[config.mk]
export PLATFORM = sky130hd
export DESIGN_NAME = rx_port_status_regs
export DESIGN_NICKNAME = d
export VERILOG_FILES = /design/src/hw/rx_port_status_regs.v
export VERILOG_INCLUDE_DIRS = /design/src /design/src/hw
export SDC_FILE = /design/constraint.sdc
export NUM_CORES = 1
export LEC_CHECK = 0
export BUFFER_PORTS_ARGS = -buffer_cell sky130_fd_sc_hd__buf_4
export CORE_MARGIN = 2
export CORE_UTILIZATION = 45
export DETAILED_ROUTE_END_ITERATION = 6
export SETUP_SLACK_MARGIN = 0.3
export SYNTH_ARGS = -nofsm -noshare
export SYNTH_HDL_FRONTEND = slang
export SYNTH_SLANG_ARGS = --single-unit
export TNS_END_PERCENT = 30
[constraint.sdc]
create_clock -name core_clk -period 6 [get_ports core_clk]
set_clock_uncertainty 0.1 [all_clocks]
set_input_delay 0.3 -clock core_clk [delete_from_list [all_inputs] [get_ports core_clk]]
set_output_delay 0.3 -clock core_clk [all_outputs]
set_load 0.02 [all_outputs]
[src/hw/rx_port_status_defines.vh]
/*
 * Register offsets, field positions, reset values and timing figures for
 * the per-receive-port status and frequency-detect register slice.
 * Assumes inclusion by bare name from the design file; definitions only.
 */
`ifndef RX_PORT_STATUS_DEFINES_VH
`define RX_PORT_STATUS_DEFINES_VH

// ****************************************************************
// Register offsets
// ****************************************************************
`define PORT_SELECT_ADDR 8'h4C
`define FREQ_CTL_ADDR 8'h77
`define SCRATCH_A_ADDR 8'h78
`define SCRATCH_B_ADDR 8'h79
`define ERR_FLAGS_ADDR 8'h7A
`define ERR_TALLY_ADDR 8'h7B

// ****************************************************************
// Fields and reset values
// ****************************************************************
`define HYST_HI 7
`define HYST_LO 6
`define STAB_HI 5
`define STAB_LO 4
`define LOLIM_HI 3
`define LOLIM_LO 0
`define FREQ_CTL_RESET 8'hC5
`define SCRATCH_A_RESET 8'h00
`define SCRATCH_B_RESET 8'h01
`define FLAGS_RESET 4'h0
`define TALLY_RESET 8'h00
`define TALLY_MAX 8'hFF
`define LENGTH_BIT 3
`define CKSUM_BIT 2
`define MULTI_BIT 1
`define SINGLE_BIT 0

// ****************************************************************
// Stability times in nanoseconds, clock period in nanoseconds
// ****************************************************************
`define STAB_T0_NS 40000
`define STAB_T1_NS 80000
`define STAB_T2_NS 320000
`define STAB_T3_NS 1280000
`define CLK_PERIOD_NS 5

`endif

[src/hw/rx_port_status_regs.v]
/*
 * Per-receive-port register bank: frequency-detect control and stability
 * tracking, scratch registers, sticky read-clear packet error flags and a
 * read-clear error packet tally. Register access is a byte-wide address,
 * write strobe and read strobe from the serial-bus target on core_clk; the
 * read strobe is one cycle per byte read. Packet error events arrive as
 * one-cycle pulses from the packet receiver on core_clk. The measured
 * frequency arrives from logic on core_clk in MHz.
 * Stability counts assume the clock period given in the defines; a port
 * select beyond the last port reaches no copy, so its writes are dropped.
 * Reserved flag bits read as zero.
 */
`timescale 1ns/1ps
`include "rx_port_status_defines.vh"

module rx_port_status_regs #(
  parameter NUM_PORTS = 2,
  parameter SEL_W = 1,
  parameter FREQ_W = 8,
  parameter STAB_C0 = `STAB_T0_NS / `CLK_PERIOD_NS,
  parameter STAB_C1 = `STAB_T1_NS / `CLK_PERIOD_NS,
  parameter STAB_C2 = `STAB_T2_NS / `CLK_PERIOD_NS,
  parameter STAB_C3 = `STAB_T3_NS / `CLK_PERIOD_NS
) (
  input wire core_clk,
  input wire srst,
  input wire [7:0] reg_addr,
  input wire [7:0] reg_wdata,
  input wire reg_wr,
  input wire reg_rd,
  output reg [7:0] reg_rdata,
  output wire reg_hit,
  input wire [NUM_PORTS-1:0] pkt_done,
  input wire [NUM_PORTS-1:0] pkt_length_err,
  input wire [NUM_PORTS-1:0] pkt_payload_checksum_flag,
  input wire [NUM_PORTS-1:0] pkt_multibit_err,
  input wire [NUM_PORTS-1:0] pkt_singlebit_err,
  input wire [NUM_PORTS*FREQ_W-1:0] measured_freq,
  output wire [NUM_PORTS-1:0] header_fix_en,
  output reg [NUM_PORTS*FREQ_W-1:0] held_freq,
  output reg [NUM_PORTS-1:0] freq_stable,
  output reg [NUM_PORTS-1:0] freq_too_low
);

  // ****************************************************************
  // Decoding
  // ****************************************************************
  function is_port_reg;
    input [7:0] a;
    begin
      is_port_reg = (a == `FREQ_CTL_ADDR) || (a == `SCRATCH_A_ADDR) ||
        (a == `SCRATCH_B_ADDR) || (a == `ERR_FLAGS_ADDR) ||
        (a == `ERR_TALLY_ADDR);
    end
  endfunction

  function is_clear_read;
    input rd;
    input [7:0] a;
    input [7:0] target;
    begin
      is_clear_read = rd && (a == target);
    end
  endfunction

  // ****************************************************************
  // Stability thresholds
  // ****************************************************************
  function [20:0] stab_count;
    input [1:0] sel;
    begin
      case (sel)
        2'h0: stab_count = STAB_C0[20:0];
        2'h1: stab_count = STAB_C1[20:0];
        2'h2: stab_count = STAB_C2[20:0];
        default: stab_count = STAB_C3[20:0];
      endcase
    end
  endfunction

  // ****************************************************************
  // Port select
  // ****************************************************************
  reg [SEL_W-1:0] port_sel;
  assign reg_hit = is_port_reg(reg_addr) || (reg_addr == `PORT_SELECT_ADDR);

  always @(posedge core_clk) begin
    if (srst) begin
      port_sel <= {SEL_W{1'b0}};
    end else if (reg_wr && reg_addr == `PORT_SELECT_ADDR) begin
      port_sel <= reg_wdata[SEL_W-1:0];
    end
  end

  // ****************************************************************
  // Per-port storage
  // ****************************************************************
  reg [7:0] freq_ctl [0:NUM_PORTS-1];
  reg [7:0] scratch_a [0:NUM_PORTS-1];
  reg [7:0] scratch_b [0:NUM_PORTS-1];
  reg [3:0] err_flags [0:NUM_PORTS-1];
  reg [7:0] err_tally [0:NUM_PORTS-1];
  reg [20:0] stab_cnt [0:NUM_PORTS-1];

  genvar p;
  generate
    for (p = 0; p < NUM_PORTS; p = p + 1) begin : g_port
      wire sel_me = ({{(32-SEL_W){1'b0}}, port_sel} == p);
      wire wr_me = reg_wr && sel_me;
      wire rd_flags = sel_me &&
        is_clear_read(reg_rd, reg_addr, `ERR_FLAGS_ADDR);
      wire rd_tally = sel_me &&
        is_clear_read(reg_rd, reg_addr, `ERR_TALLY_ADDR);
      wire [3:0] new_err;
      wire any_err;
      wire [FREQ_W-1:0] meas = measured_freq[p*FREQ_W +: FREQ_W];
      wire [FREQ_W-1:0] held = held_freq[p*FREQ_W +: FREQ_W];
      wire [FREQ_W-1:0] diff = (meas > held) ? meas - held : held - meas;
      wire [FREQ_W-1:0] hyst =
        {{(FREQ_W-2){1'b0}}, freq_ctl[p][`HYST_HI:`HYST_LO]};
      wire [FREQ_W-1:0] lolim =
        {{(FREQ_W-4){1'b0}}, freq_ctl[p][`LOLIM_HI:`LOLIM_LO]};
      wire out_band = diff > hyst;
      wire [20:0] need = stab_count(freq_ctl[p][`STAB_HI:`STAB_LO]);

      // ****************************************************************
      // Packet error events
      // ****************************************************************
      assign new_err[`LENGTH_BIT] = pkt_done[p] & pkt_length_err[p];
      assign new_err[`CKSUM_BIT] = pkt_done[p] & pkt_payload_checksum_flag[p];
      assign new_err[`MULTI_BIT] = pkt_done[p] & pkt_multibit_err[p];
      assign new_err[`SINGLE_BIT] = pkt_done[p] & pkt_singlebit_err[p];
      assign any_err = |new_err;
      // Single-bit headers fixed; multi-bit left untouched
      assign header_fix_en[p] = pkt_singlebit_err[p] &
        ~pkt_multibit_err[p];

      // ****************************************************************
      // Register writes
      // ****************************************************************
      always @(posedge core_clk) begin
        if (srst) begin
          freq_ctl[p] <= `FREQ_CTL_RESET;
          scratch_a[p] <= `SCRATCH_A_RESET;
          scratch_b[p] <= `SCRATCH_B_RESET;
        end else if (wr_me) begin
          case (reg_addr)
            `FREQ_CTL_ADDR: freq_ctl[p] <= reg_wdata;
            `SCRATCH_A_ADDR: scratch_a[p] <= reg_wdata;
            `SCRATCH_B_ADDR: scratch_b[p] <= reg_wdata;
            default: freq_ctl[p] <= freq_ctl[p];
          endcase
        end
      end

      // ****************************************************************
      // Sticky error flags
      // ****************************************************************
      // Sticky flags; new events win over the read clear
      always @(posedge core_clk) begin
        if (srst) begin
          err_flags[p] <= `FLAGS_RESET;
        end else if (rd_flags) begin
          err_flags[p] <= new_err;
        end else begin
          err_flags[p] <= err_flags[p] | new_err;
        end
      end

      // ****************************************************************
      // Error packet tally
      // ****************************************************************
      always @(posedge core_clk) begin
        if (srst) begin
          err_tally[p] <= `TALLY_RESET;
        end else if (rd_tally) begin
          err_tally[p] <= {7'h00, any_err};
        end else if (any_err && err_tally[p] != `TALLY_MAX) begin
          err_tally[p] <= err_tally[p] + 8'h01;
        end
      end

      // ****************************************************************
      // Frequency detect
      // ****************************************************************
      // Frequency capture with hysteresis, then stability timing
      always @(posedge core_clk) begin
        if (srst) begin
          held_freq[p*FREQ_W +: FREQ_W] <= {FREQ_W{1'b0}};
          stab_cnt[p] <= 21'h000000;
          freq_stable[p] <= 1'b0;
          freq_too_low[p] <= 1'b1;
        end else begin
          if (out_band) begin
            held_freq[p*FREQ_W +: FREQ_W] <= meas;
            stab_cnt[p] <= 21'h000000;
            freq_stable[p] <= 1'b0;
          end else if (stab_cnt[p] >= need) begin
            freq_stable[p] <= 1'b1;
          end else begin
            stab_cnt[p] <= stab_cnt[p] + 21'h000001;
          end
          freq_too_low[p] <= held < lolim;
        end
      end
    end
  endgenerate

  // ****************************************************************
  // Read data
  // ****************************************************************
  always @(posedge core_clk) begin
    if (srst) begin
      reg_rdata <= 8'h00;
    end else if (reg_rd) begin
      case (reg_addr)
        `PORT_SELECT_ADDR: reg_rdata <= {{(8-SEL_W){1'b0}}, port_sel};
        `FREQ_CTL_ADDR: reg_rdata <= freq_ctl[port_sel];
        `SCRATCH_A_ADDR: reg_rdata <= scratch_a[port_sel];
        `SCRATCH_B_ADDR: reg_rdata <= scratch_b[port_sel];
        `ERR_FLAGS_ADDR: reg_rdata <= {4'h0, err_flags[port_sel]};
        `ERR_TALLY_ADDR: reg_rdata <= err_tally[port_sel];
        default: reg_rdata <= 8'h00;
      endcase
    end
  end

endmodule // rx_port_status_regs

==> results of run 1 <==
-- state kept, by name (all words and copies together) (netlist names), 2 cells and up, named ones only --
register	count
freq_too_low	2
stab_cnt	42
err_tally	16
err_flags	8
g_port.held	16
reg_rdata	8
scratch_b	16
freq_ctl	16
freq_stable	2
scratch_a	16
-- area by class of cell --
| type | count | area [um2] |
|---|---|---|
| Clock inverter | 14 | 156 |
| Tap cell | 270 | 338 |
| Fill cell | 1927 | 9490 |
| Timing Repair Buffer | 87 | 653 |
| Multi-Input combinational cell | 687 | 4820 |
| Inverter | 68 | 255 |
| Clock buffer | 18 | 429 |
| Sequential cell | 144 | 4020 |
-- critical path, cell delays in order (launching register included) --
cell and delay (ns):
dfxtp_1 0.37, ha_1 0.18, inv_1 0.05, fa_1 0.40, a21o_1 0.19, a21oi_1 0.24, o22ai_1 0.14, o22a_1 0.24
mux2_2 0.30, ha_1 0.29, nor2b_1 0.13, a2bb2oi_1 0.14, nor4_1 0.17, nand3_1 0.10, or3_1 0.37, o32ai_2 0.25
buf_4 0.26, and2_1 0.17, nand2_1 0.52
-- power groups by stage --
stage	registers [mW]	clock network (mW)	logic, mW
final	1.15	1.07	0.388
after CTS	1.15	1.10	0.388
after global placement	1.17	0	0.385
after floorplan	1.17	0	0.262
after global routing	1.15	1.13	0.431
after detailed placement	1.17	0	0.386
-- worst paths after layout --
check | startpoint | to | slack [ns] | depth (start not counted)
max | g_port[1].held[0] | stab_cnt[1][4] | 0.91 | 18
max reg2reg | g_port[1].held[0] | stab_cnt[1][4] | 0.91 | 18
min | measured_freq[13] | g_port[1].held[5] | 0.03 | 3
min reg2reg | freq_stable[0] | freq_stable[0] | 0.34 | 2
-- metrics by stage --
stage / setup WS [ns] / util
2_1_floorplan: 1.28 / -
3_3_place_gp: 0.937 / 0.500
3_5_place_dp: 0.820 / 0.500
4_1_cts: 0.894 / 0.530
5_1_grt: 0.600 / 0.530
6_report: 0.914 / 0.530
-- cell families (layout without fill, tap and decap cells) --
| family | Yosys count | in the layout | synth area share |
|---|---|---|---|
| AOI/OAI and AO/OA | 173 | 173 | 0.130 |
| DFF | 144 | 144 | 0.436 |
| and+or+nand+nor | 334 | 334 | 0.187 |
| buffers and inverters | 102 | 187 | 0.0451 |
| adders and majority gates | 72 | 72 | 0.101 |
| other | 2 | 12 | 0.000815 |
| muxes | 43 | 43 | 0.0490 |
| xor gates and xnor gates | 53 | 53 | 0.0504 |
-- cell usage in the layout, fill, tap and decap left out, types with 4 or more instances in the layout --
cell type  instances
clkbuf_16         17
o21ai_0           25
conb_1            12
nor4_1             9
a21oi_1           45
mux2i_1           26
nand3_1           42
nand2b_1          16
and2_1            39
inv_6              4
nand4_1            6
xnor2_1           27
fa_1               4
mux2_2            17
o22ai_1            4
nand2_1           42
a21o_1            17
or3_1              4
a31oi_1            7
buf_4             87
nor3b_1            5
nor2_2            10
a22o_1             4
nor3_1            13
edfxtp_1         114
a211oi_1           6
dfxtp_1           30
nor2b_1           13
inv_1             68
a221oi_1           6
ha_1              68
a22oi_1           13
clkinv_4           4
and3_1            14
o21a_1             8
nor2_1           101
xor2_1            26
or2_2              4
-- routing by layer --
layer  up-vias  GRT usage  share of wire
li1       3471          -              -
met1      3327      0.303           0.48
met2       228      0.320           0.44
met3        31     0.0429          0.061
met4         0     0.0663          0.019
met5         -          0              0
==> out/qor.yml, run 1 <==
leakagePower_nw: 4.34
whs_ns: 0.0311
fin_nets: 1123
cts_root_buffer: "clkbuf_16"
tns_ns: 0
drtIter0Drc: 528
synth_seq_cells: 144
async_reset_ff_frac: 0
dp.cells: 1256
clockBufferDepth: 2
sw_frac_of_total: 0.271
synth_top_area_frac: 0.371
insertedDiodeCount: 0
synth.distinct_cells: 72
grt_overflow: 0
gp_congestion: 0.835
wl_per_cell_um: 17.2
layout_worst_path_cycle_share: 0.848
num_rows: 52
cts.sinks: 144
cp_max_fo: 21
fin_crit_ns: 5.09
cts_tree: "yes"
coreArea_um2: 20200
syn_inst: 923
synth_area_um2: 9220
h-tree-depth: 4
grt_pass1_vias: 6854
areaGrowthSynthToFinish_pct: 15.9
power.internal_mw: 1.90
cp.arrival_ns: 4.95
hold_class: "primary input to flop"
cts_setup_buffers: 0
cts_resized: 0
ir_drop_v: 0.000187
ys_warn_count: 0
numCtsBuffers: 17
dpl_cell_area_um2: 10100
outcome: "completed"
power_density_nw_per_um2: 244
grt_max_degree: 44
grt_setup_unrepaired: "false"
synth-seq-area-share: 0.436
initial_utilization: 0.457
drv_slew: 0
synthFlopType: "edfxtp_1"
portBuffers: 76
tightestPinTransition_ns: 1.08
synth_common_cells: "edfxtp_1 (114), nor2_1 (101), ha_1 (68), inv_1 (68), a21oi_1 (45)"
switchingPower_mw: 0.708
seqPwrFrac: 0.441
routed_via_density: 5.48
place_hpwl_um: 16100
synth_edf_count: 114
antenna_found_initial: 0
synthTopCellsByArea: "edfxtp_1 (37%), ha_1 (9.2%), dfxtp_1 (6.5%)"
comb_power_share: 0.149
drive_gt1_frac: 0.157
crit_type: "flop to flop"
die_h_um: 147
first_pass_iters: 5
setup_violations: 0
design.die.area_um2: 21600
cts_hold_buf: 0
drt_wl_total_um: 22200
track_usage: 0.211
slew_headroom: 0.273
power.share.clock: 0.411
max_cap_violations: 0
setup.worst_path.start_class: "flop"
grt_first_pass_wirelength_um: 36000
finalPower_mw: 2.61
max_freq_mhz: 197
required_ns: 5.87
pin_count: 77
postSynthAreaPerCell_um2: 9.99
vias: 7057
synth_most_common_cell: "edfxtp_1"
drtAntennaViolNets: 0
synth.largest_area_cell: "edfxtp_1"
clkSlewWorstSetupHoldPaths_ns: 0.06
die_w_um: 147
crit_path_end_kind: "flop"
final_area_um2: 10700
fin_cells: 1288
insertion_delay_ns: 0.43
final_hold_viol_count: 0
drc: 0
(Power assumes the default switching activity.)
==> run 2, diff against run 1 <==
PLACE_DENSITY = 0.65   (was unset)
clock period = 4.4 ns   (was 6 ns; I/O delays follow)
==> run 2 against run 1 <==
Fmax up 28%. Sequential share of layout area down 1.3 points. Hold slack worse by 0.017 ns. Register-to-register slack worse by 0.47 ns. Power up 42%. Final area up 3.8%. Final cell count up 1.9%.
==> out/qor.yml, run 2 (synthesized netlist as in run 1, its figures left out) <==
numCtsBuffers: 17  # unchanged
sw_frac_of_total: 0.261  # -0.00988
dp.cells: 1261  # +0.40%
power.share.clock: 0.420  # +0.009
power.internal_mw: 2.74  # +44%
drtIter0Drc: 469  # -11%
layout_worst_path_cycle_share: 0.900  # +0.0521
pin_count: 77  # unchanged
ff2ff_path_depth: 17  # -1
r2r-start: "g_port[1].held[0]"
setup_violations: 0  # unchanged
gp_congestion: 0.911  # +9.0%
fin_crit_ns: 3.96  # -1.13 ns
multiInputGateArea_um2: 4970  # +3.1%
regArea_um2: 4030  # +0.25%
setup_slack_ns: 0.441  # -0.473 ns
hold_end: "freq_ctl[0][7]"
required_ns: 4.48  # -1.39 ns
drc: 0  # unchanged
final_common_cell: "edfxtp_1"
max_freq_mhz: 253  # +28%
dpl_cell_area_um2: 10200  # +0.73%
max_cap_violations: 0  # unchanged
regMostFlops: "stab_cnt"
fin_nets: 1148  # +2.2%
cp_top_family: "simple AND/OR/NAND/NOR gates"
layout_common_cells: "edfxtp_1 (114), nor2_1 (101), buf_4 (96)"
finish.utilization: 0.550  # +0.0202
die_h_um: 147  # unchanged
areaGrowthSynthToFinish_pct: 20.3
cts_root_buffer: "clkbuf_16"
leakagePower_nw: 4.50  # +3.6%
routed_via_density: 5.47  # -0.12%
largest_register_ffs: 42  # unchanged
insertion_delay_ns: 0.43  # about the same
clkSlewWorstSetupHoldPaths_ns: 0.06  # about the same
grt_pass1_vias: 6925  # +1.0%
grt_first_pass_wirelength_um: 35600  # -1.0%
final_area_um2: 11100  # +3.8%
crit_path_end_kind: "flop"
crit_type: "flop to flop"
drive_gt1_frac: 0.186  # +0.0288
cp_common_cell: "ha_4"
ir_drop_v: 0.000245  # +31%
fin_cells: 1313  # +1.9%
outcome: "completed"
slowest_delay_ns: 0.38  # -0.14 ns
num-fill-cells: 1810  # -6.1%
vias: 7185  # +1.8%
grt_max_degree: 44  # unchanged
cp.arrival_ns: 4.04  # -0.91 ns
antenna_found_initial: 0  # unchanged
tightestPinTransition_ns: 1.15  # +0.0654 ns
critPathSlowestCell: "or3_4"
setup.worst_path.start_class: "flop"
initial_utilization: 0.457  # unchanged
drt_wl_total_um: 22100  # -0.58%
dpl_worst_slack_ns: 0.0283  # -0.792 ns
drtAntennaViolNets: 0  # unchanged
drv_slew: 0  # unchanged
power_density_nw_per_um2: 334  # +37%
whs_path_depth: 2  # -1
first_pass_iters: 5  # unchanged
num_rows: 52  # unchanged
slew_headroom: 0.228  # -0.0446
cp_max_fo: 5  # -76%
wl_per_cell_um: 16.8  # -2.5%
grt_setup_unrepaired: "true"
crit_chain: "ha_4 > inv_2 > fa_2 > a21o_1 > a21oi_2 > o22ai_1 > o22a_1 > mux2_4 > ha_4 > nor2b_4 > a2bb2oi_2 > nor4_2 > nand3_1 > or3_4 > o32ai_4 > and2_4 > nand2_4"
seqPwrFrac: 0.422  # -0.019
critPathBufInv: 1  # -1
track_usage: 0.208  # -0.00294
cts.sinks: 144  # unchanged
min-delay-start: "reg_wdata[7]"
clockBufferDepth: 2  # unchanged
h-tree-depth: 4  # unchanged
final_hold_viol_count: 0  # unchanged
insertedDiodeCount: 0  # unchanged
grt_overflow: 0  # unchanged
comb_power_share: 0.158  # +0.009
portBuffers: 76  # unchanged
coreArea_um2: 20200  # unchanged
design.die.area_um2: 21600  # unchanged
die_w_um: 147  # unchanged
rrSetupSlack_ns: 0.44  # -0.47 ns
rr_endpoint: "stab_cnt[1][20]"
place_hpwl_um: 15700  # -2.6%
cts_tree: "yes"
tns_ns: 0  # unchanged
switchingPower_mw: 0.968  # +37%
hold_class: "primary input to flop"
## run 2: changes by cell type in the layout (fill, tap and decap cells not counted), moves of 2 or more
| cell | delta |
|---|---|
| buf_4 | +9 |
| dlygate4sd3_1 | +8 |
| dfxtp_1 | -4 |
| buf_6 | +3 |
| ha_1 | -3 |
| or2_4 | +3 |
| bufinv_16 | +2 |
| clkinv_2 | -2 |
| dfxtp_2 | +2 |
| dfxtp_4 | +2 |
| ha_4 | +2 |
| nand2_8 | +2 |
## run 2: metal layers
| layer | up-vias | wire length (um) | track usage | share of wire |
|---|---|---|---|---|
| met5 | - | 0 | 0 | 0 |
| met4 | 0 | 394 | 0.0702 | 0.018 |
| met3 | 30 | 1070 | 0.0357 | 0.049 |
| met2 | 179 | 10300 | 0.329 | 0.47 |
| met1 | 3430 | 10300 | 0.290 | 0.47 |
| li1 | 3546 | - | - | - |
## run 2: per-stage QoR
step	power [mW]	hold slack (ns)
after floorplan	1.95	0.263
after global placement	2.13	0.365
after detailed placement	2.13	0.367
after CTS	3.71	0.00662
after global routing	3.85	0.00700
final	3.70	0.0146
## run 2: worst register-to-register path: cells and delay by family (launching register included)
family | cells | cell delay (ns)
adders and majority gates | 3 | 0.69
buffers and inverters | 1 | 0.03
and+or+nand+nor | 6 | 1.15
AOI/OAI and AO/OA | 6 | 1.07
DFF | 1 | 0.36
muxes | 1 | 0.33
## run 2: final cells by class
| class | count | area share |
|---|---|---|
| clock buffer | 17 | 0.0384 |
| clock inverter | 15 | 0.0187 |
| inverter | 68 | 0.0230 |
| multi-input combinational | 691 | 0.449 |
| sequential | 144 | 0.364 |
| tap | 270 | 0.0305 |
| timing repair buffer | 108 | 0.0771 |
## run 2: worst max-delay path by stage
| stage | startpoint | endpoint | depth (start not counted) |
|---|---|---|---|
| finish | g_port[1].held[0] | stab_cnt[1][20] | 17 |
| global route | g_port[1].held[0] | stab_cnt[1][13] | 17 |
| CTS | g_port[1].held[0] | stab_cnt[1][20] | 17 |
| detailed placement | measured_freq[8] | stab_cnt[1][3] | 19 |
| global placement | measured_freq[8] | stab_cnt[1][2] | 19 |
| floorplan | g_port[1].held[0] | stab_cnt[1][11] | 19 |
## run 2: repair_timing
item | 4_1_cts | 5_1_grt
endpoints found under the hold margin | 8 | 0
cloned | 2 | 2
gates resized for setup | 13 | 9
buffers inserted | 6 | 1
hold buffers | 8 | 0
endpoints found under the setup margin | 48 | 88
pin swaps | 3 | 7
## run 2: power by group through the flow
stage | logic (mW) | registers (mW) | clock network, mW
detailed placement | 0.538 | 1.59 | 0
global placement | 0.537 | 1.59 | 0
finish | 0.584 | 1.56 | 1.56
CTS | 0.572 | 1.56 | 1.57
global route | 0.642 | 1.57 | 1.63
floorplan | 0.360 | 1.59 | 0
